===== src/link_ctrl_pkg.sv =====
// Package: register map, field layout, reset values and JESD link constants
// Notes on behaviour
// - Enable bit 0, one enables, resets one
// - Disabled: subsystem reset, serializers powered down
// - Disabled: subsystem clocks gated off
// - Disabled: counter reset, sysref ignored
// - Mode select bits 5:0, 7:6 reserved
// - Length register holds K minus one
// - Length register resets to thirty-one
// - 64b/66b modes use K = 256*E/F
// - Writing zero to soft sync requests sync
// - Soft sync works for any source
// - Stuck-low pin holds request until source two
// - Source two ignores every sync pin
package link_ctrl_pkg;
  // ****************************************************************
  // Register map (printed offsets are indexes; byte address is 4x)
  // ****************************************************************
  localparam logic [9:0] link_enable_ctrl_idx = 10'h200;
  localparam logic [9:0] link_mode_select_idx = 10'h201;
  localparam logic [9:0] multiframe_length_idx = 10'h202;
  localparam logic [9:0] software_sync_idx = 10'h203;
  localparam logic [9:0] sync_source_idx = 10'h204;
  localparam logic [9:0] link_status_idx = 10'h208;
  localparam int addr_w = 12;
  // ****************************************************************
  // Fields and reset values
  // ****************************************************************
  localparam int enable_bit = 0;
  localparam int mode_msb = 5;
  localparam int sync_bit = 0;
  localparam int sync_sel_lsb = 2;
  localparam logic [7:0] link_enable_rst = 8'h01;
  localparam logic [7:0] link_mode_rst = 8'h00;
  localparam logic [7:0] multiframe_length_rst = 8'h1f;
  localparam logic [7:0] software_sync_rst = 8'h01;
  localparam logic [1:0] sync_sel_rst = 2'h0;
  localparam logic [1:0] sync_sel_none = 2'h2;
  localparam logic [15:0] long_k_scale = 16'h0100;
  localparam logic [5:0] first_66b_mode = 6'h14;
endpackage : link_ctrl_pkg


===== src/sync_pair_if.sv =====
// Interface: raw pins into the synchroniser and clean levels out
`timescale 1ns/1ps
`default_nettype none
interface sync_pair_if;
  logic [1:0] raw;
  logic [1:0] clean;
  modport sync (input raw, output clean);
  modport user (output raw, input clean);
endinterface : sync_pair_if
`default_nettype wire


===== src/pin_sync.sv =====
// Two flip-flop synchroniser for the sync pins
`timescale 1ns/1ps
`default_nettype none
module pin_sync (
  input wire logic clk_i,
  input wire logic reset_n_i,
  sync_pair_if.sync pins
);
  typedef struct packed {
    logic [1:0] meta;
    logic [1:0] stable;
  } sync_state_t;
  sync_state_t state_reg;
  sync_state_t state_next;
  // Idle high: pins are active low requests
  always_comb begin
    state_next = state_reg;
    state_next.meta = pins.raw;
    state_next.stable = state_reg.meta;
  end
  always_ff @(posedge clk_i or negedge reset_n_i) begin
    if (!reset_n_i) begin
      state_reg <= '{meta: 2'h3, stable: 2'h3};
    end else begin
      state_reg <= state_next;
    end
  end
  assign pins.clean = state_reg.stable;
endmodule : pin_sync
`default_nettype wire


===== src/link_ctrl_regs.sv =====
// Link control register bank on Avalon-MM with derived link controls
`timescale 1ns/1ps
`default_nettype none
module link_ctrl_regs #(
  parameter int e_param = 1,
  parameter int f_param = 8
) (
  input wire logic clk_i,
  input wire logic reset_n_i,
  input wire logic [11:0] avs_address_i,
  input wire logic avs_read_i,
  input wire logic avs_write_i,
  input wire logic [31:0] avs_writedata_i,
  input wire logic [3:0] avs_byteenable_i,
  output logic [31:0] avs_readdata_o,
  output logic avs_waitrequest_o,
  output logic [1:0] avs_response_o,
  input wire logic sync_pin_se_n_i,
  input wire logic sync_pin_ts_n_i,
  input wire logic sysref_i,
  output logic link_reset_n_o,
  output logic serializer_power_down_o,
  output logic link_clock_enable_o,
  output logic [5:0] link_mode_select_o,
  output logic [8:0] effective_k_minus_one_o,
  output logic sync_request_n_o,
  output logic [8:0] multiframe_clock_counter_o
);
  // ****************************************************************
  // State
  // ****************************************************************
  typedef enum {bus_idle, bus_answer} bus_phase_t;
  typedef struct packed {
    logic link_enable;
    logic [5:0] link_mode_select;
    logic [7:0] multiframe_length_minus_one;
    logic soft_sync_request_n;
    logic [1:0] sync_source;
    logic [31:0] readdata;
    logic [1:0] response;
    logic answered;
    logic [8:0] counter;
    logic sysref_last;
    logic sysref_meta;
    logic sysref_sync;
    logic sync_n;
    logic [8:0] k_minus_one;
  } regs_state_t;
  regs_state_t state_reg;
  regs_state_t state_next;
  bus_phase_t phase_reg;
  bus_phase_t phase_next;
  sync_pair_if pins_if ();
  pin_sync pin_sync_inst (
    .clk_i(clk_i),
    .reset_n_i(reset_n_i),
    .pins(pins_if.sync)
  );
  assign pins_if.raw = {sync_pin_ts_n_i, sync_pin_se_n_i};
  // ****************************************************************
  // Next state
  // ****************************************************************
  logic [9:0] word_idx;
  logic hit;
  logic [7:0] rd_byte;
  logic selected_pin_n;
  logic [15:0] long_k;
  logic is_long;
  assign word_idx = avs_address_i[11:2];
  assign long_k = 16'((int'(link_ctrl_pkg::long_k_scale) * e_param)
                      / f_param);
  always_comb begin
    state_next = state_reg;
    phase_next = phase_reg;
    hit = 1'b1;
    rd_byte = 8'h00;
    is_long = (state_reg.link_mode_select >= link_ctrl_pkg::first_66b_mode);
    selected_pin_n = 1'b1;
    case (word_idx)
      link_ctrl_pkg::link_enable_ctrl_idx:
        rd_byte = {7'h00, state_reg.link_enable};
      link_ctrl_pkg::link_mode_select_idx:
        rd_byte = {2'h0, state_reg.link_mode_select};
      link_ctrl_pkg::multiframe_length_idx:
        rd_byte = state_reg.multiframe_length_minus_one;
      link_ctrl_pkg::software_sync_idx:
        rd_byte = {7'h00, state_reg.soft_sync_request_n};
      link_ctrl_pkg::sync_source_idx:
        rd_byte = {4'h0, state_reg.sync_source, 2'h0};
      link_ctrl_pkg::link_status_idx:
        rd_byte = {5'h00, state_reg.sync_n, state_reg.link_enable,
                   link_reset_n_o};
      default: hit = 1'b0;
    endcase
    // One wait cycle per access, then answer
    state_next.answered = 1'b0;
    case (phase_reg)
      bus_idle: begin
        if (avs_read_i || avs_write_i) begin
          phase_next = bus_answer;
          state_next.answered = 1'b1;
          state_next.readdata = {24'h000000, rd_byte};
          state_next.response = hit ? 2'h0 : 2'h3;
          if (avs_write_i && hit && avs_byteenable_i[0]) begin
            case (word_idx)
              link_ctrl_pkg::link_enable_ctrl_idx:
                state_next.link_enable = avs_writedata_i[0];
              link_ctrl_pkg::link_mode_select_idx:
                state_next.link_mode_select = avs_writedata_i[5:0];
              link_ctrl_pkg::multiframe_length_idx:
                state_next.multiframe_length_minus_one =
                  avs_writedata_i[7:0];
              link_ctrl_pkg::software_sync_idx:
                state_next.soft_sync_request_n = avs_writedata_i[0];
              link_ctrl_pkg::sync_source_idx:
                state_next.sync_source = avs_writedata_i[3:2];
              default: ;
            endcase
          end
        end
      end
      bus_answer: phase_next = bus_idle;
      default: phase_next = bus_idle;
    endcase
    // Pin choice; source two leaves only the soft bit
    case (state_reg.sync_source)
      2'h0: selected_pin_n = pins_if.clean[0];
      2'h1: selected_pin_n = pins_if.clean[1];
      default: selected_pin_n = 1'b1;
    endcase
    state_next.sync_n = state_reg.soft_sync_request_n
                        & selected_pin_n;
    // Long modes derive K from E and F, not the register
    state_next.k_minus_one = is_long ? 9'(long_k - 16'h0001)
      : {1'b0, state_reg.multiframe_length_minus_one};
    state_next.sysref_meta = sysref_i;
    state_next.sysref_sync = state_reg.sysref_meta;
    state_next.sysref_last = state_reg.sysref_sync;
    if (!state_reg.link_enable) begin
      state_next.counter = 9'h000;
    end else if (state_reg.sysref_sync && !state_reg.sysref_last) begin
      state_next.counter = 9'h000;
    end else if (state_reg.counter >= state_reg.k_minus_one) begin
      state_next.counter = 9'h000;
    end else begin
      state_next.counter = state_reg.counter + 9'h001;
    end
  end
  // ****************************************************************
  // Registers
  // ****************************************************************
  always_ff @(posedge clk_i or negedge reset_n_i) begin
    if (!reset_n_i) begin
      phase_reg <= bus_idle;
      state_reg <= '0;
      state_reg.link_enable <= link_ctrl_pkg::link_enable_rst[0];
      state_reg.multiframe_length_minus_one <=
        link_ctrl_pkg::multiframe_length_rst;
      state_reg.soft_sync_request_n <= link_ctrl_pkg::software_sync_rst[0];
      state_reg.sync_source <= link_ctrl_pkg::sync_sel_rst;
      state_reg.sync_n <= 1'b1;
      state_reg.k_minus_one <= 9'h01f;
    end else begin
      phase_reg <= phase_next;
      state_reg <= state_next;
    end
  end
  // ****************************************************************
  // Outputs
  // ****************************************************************
  assign avs_waitrequest_o = (avs_read_i || avs_write_i)
                             && !state_reg.answered;
  assign avs_readdata_o = state_reg.readdata;
  assign avs_response_o = state_reg.response;
  // Gating done by the clock cell downstream; this is its enable
  assign link_reset_n_o = state_reg.link_enable;
  assign serializer_power_down_o = !state_reg.link_enable;
  assign link_clock_enable_o = state_reg.link_enable;
  assign link_mode_select_o = state_reg.link_mode_select;
  assign effective_k_minus_one_o = state_reg.k_minus_one;
  assign sync_request_n_o = state_reg.sync_n;
  assign multiframe_clock_counter_o = state_reg.counter;
endmodule : link_ctrl_regs
`default_nettype wire


===== config.mk =====
export PLATFORM = sky130hd
export DESIGN_NAME = link_ctrl_regs
export DESIGN_NICKNAME = d
export VERILOG_FILES = /design/src/link_ctrl_pkg.sv /design/src/sync_pair_if.sv /design/src/pin_sync.sv /design/src/link_ctrl_regs.sv
export SDC_FILE = /design/constraint.sdc
export NUM_CORES = 1
export LEC_CHECK = 0
export BUFFER_PORTS_ARGS = -buffer_cell sky130_fd_sc_hd__buf_2
export CORE_ASPECT_RATIO = 0.9
export CORE_UTILIZATION = 49
export CTS_CLUSTER_DIAMETER = 50
export DETAILED_ROUTE_END_ITERATION = 16
export GPL_ROUTABILITY_DRIVEN = 0
export MAX_ROUTING_LAYER = met4
export PLACE_DENSITY = 0.82
export SETUP_SLACK_MARGIN = 0.05
export SYNTH_ARGS = -nofsm -noshare
export SYNTH_HDL_FRONTEND = slang
export SYNTH_SLANG_ARGS = --single-unit
export TNS_END_PERCENT = 30

===== constraint.sdc =====
create_clock -name clk_i -period 2.11 [get_ports clk_i]
set_input_delay 0 -clock clk_i [delete_from_list [all_inputs] [get_ports clk_i]]
set_output_delay 0 -clock clk_i [all_outputs]
set_load 0.01 [all_outputs]

==> results.json <==
{
  "run_status": "completed",
  "cap_viol_max_count": 0,
  "synth.cell_area_um2": 2947,
  "drc_errors": 0,
  "worstSkewPairLatency_ns": 0.31,
  "hold_path_depth": 4,
  "nNetsFinal": 380,
  "crit_type": "reg -> reg",
  "first_iter_violations": 77,
  "cts.path.max_buffers": 2,
  "syn_inst": 272,
  "cts_tree": "built",
  "grt_max_degree": 55,
  "layout.core_utilization_pct": 56.23,
  "initial_utilization_pct": 51.46,
  "async_flop_share_pct": 100.0,
  "finalHoldViolCount": 0,
  "layout.cells.non_filler": 387,
  "synth_enable_flop_cells": 0,
  "proportion_of_synthesized_chip_area_in_sequential_cells_pct": 46.58,
  "root_buf_cell": "sky130_fd_sc_hd__clkbuf_8",
  "postSynth.topFlopCell": "sky130_fd_sc_hd__dfrtp_1",
  "h-tree-depth": 2,
  "multi_input_area_um2": 1157,
  "vias_per_cell": 4.964,
  "min_period_ns": 1.900,
  "reg2reg_depth": 4,
  "finalCritPeriodShare_pct": 90.07,
  "actual_transition_at_the_worst_max_transition_pin_ns": 0.7424,
  "die_w_um": 83.74,
  "relSlewSlack_pct": 50.51,
  "final.setup.tns_ns": 0,
  "power_leakage_nw": 1.563,
  "dieArea_um2": 6328,
  "synth.ff_latch_count": 54,
  "achievable-frequency_mhz": 526.2,
  "postRouteWirelength_um": 5091,
  "pre_cts_ws_ns": 0.2479,
  "num-fill-cells": 495,
  "ys_warn_count": 0,
  "yosys-top-cells-area": "sky130_fd_sc_hd__dfrtp_1, sky130_fd_sc_hd__dfstp_2, sky130_fd_sc_hd__buf_4",
  "clock_input_transition_at_the_sequential_cells_of_the_worst_setup_and_hold_paths_ns": 0.10,
  "detailedRoute.firstPassIterationCount": 4,
  "cp_required_ns": 2.33,
  "first_global_vias": 1661,
  "cell_row_count": 26,
  "post_drt_antenna_nets": 0,
  "post_cts.resized_instances": 0,
  "core_um2": 5725,
  "initial_antenna_violation_count": 0,
  "floorplan.io_pins": 118,
  "setup_viol_count_final": 0,
  "worst_ir_drop_vdd_mv": 0.2924,
  "route.detailed.wl_per_inst_um": 13.16,
  "synthToLayoutAreaGrowth_pct": 9.257,
  "grt_first_pass_wirelength_um": 7990,
  "synth.largest_area_cell": "sky130_fd_sc_hd__dfrtp_1",
  "worstSetupStartpointType": "register",
  "postSynthAreaPerCell_um2": 10.83,
  "crit_path_max_fanout": 9,
  "io_buffer_count": 63,
  "postCtsSetupRepairBufs": 0,
  "drv_slew": 0,
  "clock_skew_after_layout_ns": 0.01122,
  "dp_cells": 367,
  "timing.final.ws_setup_ns": 0.2096,
  "grt_usage_pct": 16.94,
  "power_density_nw_per_um2": 587.9,
  "final_layout_size_suffix_gt1_share_pct": 35.96,
  "n_antenna_cell": 0,
  "hpwlAfterDp_um": 3819,
  "route.vias.total": 1921,
  "cp_capture_type": "register",
  "number_of_different_library_cells_in_the_post_synthesis_netlist": 44,
  "max_ffs_per_register": 13,
  "ff_latch_area_um2": 1373,
  "numCtsBuffers": 5,
  "die_h_um": 75.57,
  "rsz_0062_raised_after_global_routing": "no",
  "synth_top_cell_area_share_pct": 31.42,
  "global_route.overflow_total": 0,
  "hold_path.class": "in -> reg",
  "cts.sink_count": 54,
  "fin_worst_hold_slack_ns": 0.08321,
  "cp_data_arrival_time_ns": 2.12
}
-- logic make-up (layout without fill, tap and decap cells) --
| logic type | after synthesis | count (layout) | share of synthesized area [%] |
|---|---|---|---|
| and+or+nand+nor | 76 | 76 | 15.37 |
| buffers and inverters | 76 | 97 | 17.20 |
| DFF | 54 | 54 | 46.58 |
| AOI/OAI and AO/OA | 29 | 29 | 7.176 |
| muxes | 21 | 21 | 7.941 |
| adders and majority gates | 9 | 9 | 3.822 |
| xor gates and xnor gates | 6 | 6 | 1.783 |
| other | 1 | 25 | 0.1273 |
-- power breakdown --
group | switching, mW | internal [mW] | total [mW] | leakage (nW)
logic | 0.0950 | 0.0543 | 0.149 | 0.834
clock network | 0.328 | 0.354 | 0.683 | 0.0514
registers | 0.00637 | 1.05 | 1.06 | 0.677
total | 0.430 | 1.46 | 1.89 | 1.56
-- routing by layer --
metal / vias up / global-route usage (%) / routed length, um
li1: 926 / - / -
met1: 925 / 22.67 / 2380
met2: 64 / 25.29 / 2359
met3: 6 / 3.792 / 267
met4: 0 / 6.968 / 83
met5: - / - / 0
-- cell usage after synthesis (2+ instances only) --
master	count
sky130_fd_sc_hd__nor3b_1	4
sky130_fd_sc_hd__or3_1	6
sky130_fd_sc_hd__a22o_1	3
sky130_fd_sc_hd__nor2b_1	3
sky130_fd_sc_hd__dfstp_2	17
sky130_fd_sc_hd__a31oi_1	2
sky130_fd_sc_hd__nand4_1	2
sky130_fd_sc_hd__nand2_1	15
sky130_fd_sc_hd__dfrtp_1	37
sky130_fd_sc_hd__and2_1	3
sky130_fd_sc_hd__mux2i_1	2
sky130_fd_sc_hd__nand3_1	6
sky130_fd_sc_hd__nand2b_1	3
sky130_fd_sc_hd__o21ai_0	9
sky130_fd_sc_hd__a22oi_1	3
sky130_fd_sc_hd__mux2_2	19
sky130_fd_sc_hd__ha_1	9
sky130_fd_sc_hd__buf_4	59
sky130_fd_sc_hd__o21a_1	3
sky130_fd_sc_hd__clkbuf_1	3
sky130_fd_sc_hd__nand3b_1	6
sky130_fd_sc_hd__nor2_1	18
sky130_fd_sc_hd__a21oi_1	3
sky130_fd_sc_hd__xnor2_1	5
sky130_fd_sc_hd__inv_1	13
-- worst max-delay path: stages (launching register included) --
cell,delay (ns)
sky130_fd_sc_hd__dfrtp_1,0.44
sky130_fd_sc_hd__ha_1,0.31
sky130_fd_sc_hd__a21o_1,0.19
sky130_fd_sc_hd__a2111oi_4,0.60
sky130_fd_sc_hd__nor3b_1,0.27
-- what timing repair did --
item,in CTS,in global routing
hold buffers,12,0
setup endpoints to repair,0,0
hold endpoints to repair,58,0
-- placed cells by master, fill, tap and decap left out, types with 4 or more instances in the layout --
cell	n
sky130_fd_sc_hd__dfrtp_1	37
sky130_fd_sc_hd__or3_1	6
sky130_fd_sc_hd__nand3b_1	6
sky130_fd_sc_hd__buf_2	63
sky130_fd_sc_hd__clkbuf_8	5
sky130_fd_sc_hd__conb_1	25
sky130_fd_sc_hd__xnor2_1	5
sky130_fd_sc_hd__dlygate4sd3_1	12
sky130_fd_sc_hd__nor3b_1	4
sky130_fd_sc_hd__nand2_1	15
sky130_fd_sc_hd__dfstp_2	17
sky130_fd_sc_hd__inv_1	13
sky130_fd_sc_hd__mux2_2	19
sky130_fd_sc_hd__nor2_1	18
sky130_fd_sc_hd__nand3_1	6
sky130_fd_sc_hd__ha_1	9
sky130_fd_sc_hd__o21ai_0	9
-- final cells by class --
class                           count  area share, %
Sequential cell                    54          42.64
Multi-Input combinational cell    166          35.95
Inverter                           13          1.516
Tap cell                           70          2.721
Timing Repair Buffer               76          13.76
Clock buffer                        6          2.254
Clock inverter                      2          1.166
-- through the flow --
step	instance area [um2]	power, mW
after global routing	3219	1.968
after detailed placement	2989	1.213
after floorplan	3037	1.185
after global placement	2989	1.208
final	3219	1.893
after CTS	3219	1.911
-- final timing paths --
| path | startpoint | end | slack (ns) |
|---|---|---|---|
| min in group asynchronous | reset_n_i | multiframe_clock_counter_o[8] | 0.34 |
| hold reg to reg | pin_sync_inst.state_next[1] | pin_sync_inst.pins.clean[1] | 0.36 |
| max in group asynchronous | reset_n_i | link_mode_select_o[2] | 1.35 |
| hold / removal | avs_address_i[8] | avs_readdata_o[4] | 0.08 |
| setup / recovery | multiframe_clock_counter_o[6] | multiframe_clock_counter_o[7] | 0.21 |
| setup reg to reg | multiframe_clock_counter_o[6] | multiframe_clock_counter_o[7] | 0.21 |
Power figures use the tool's default switching activity.
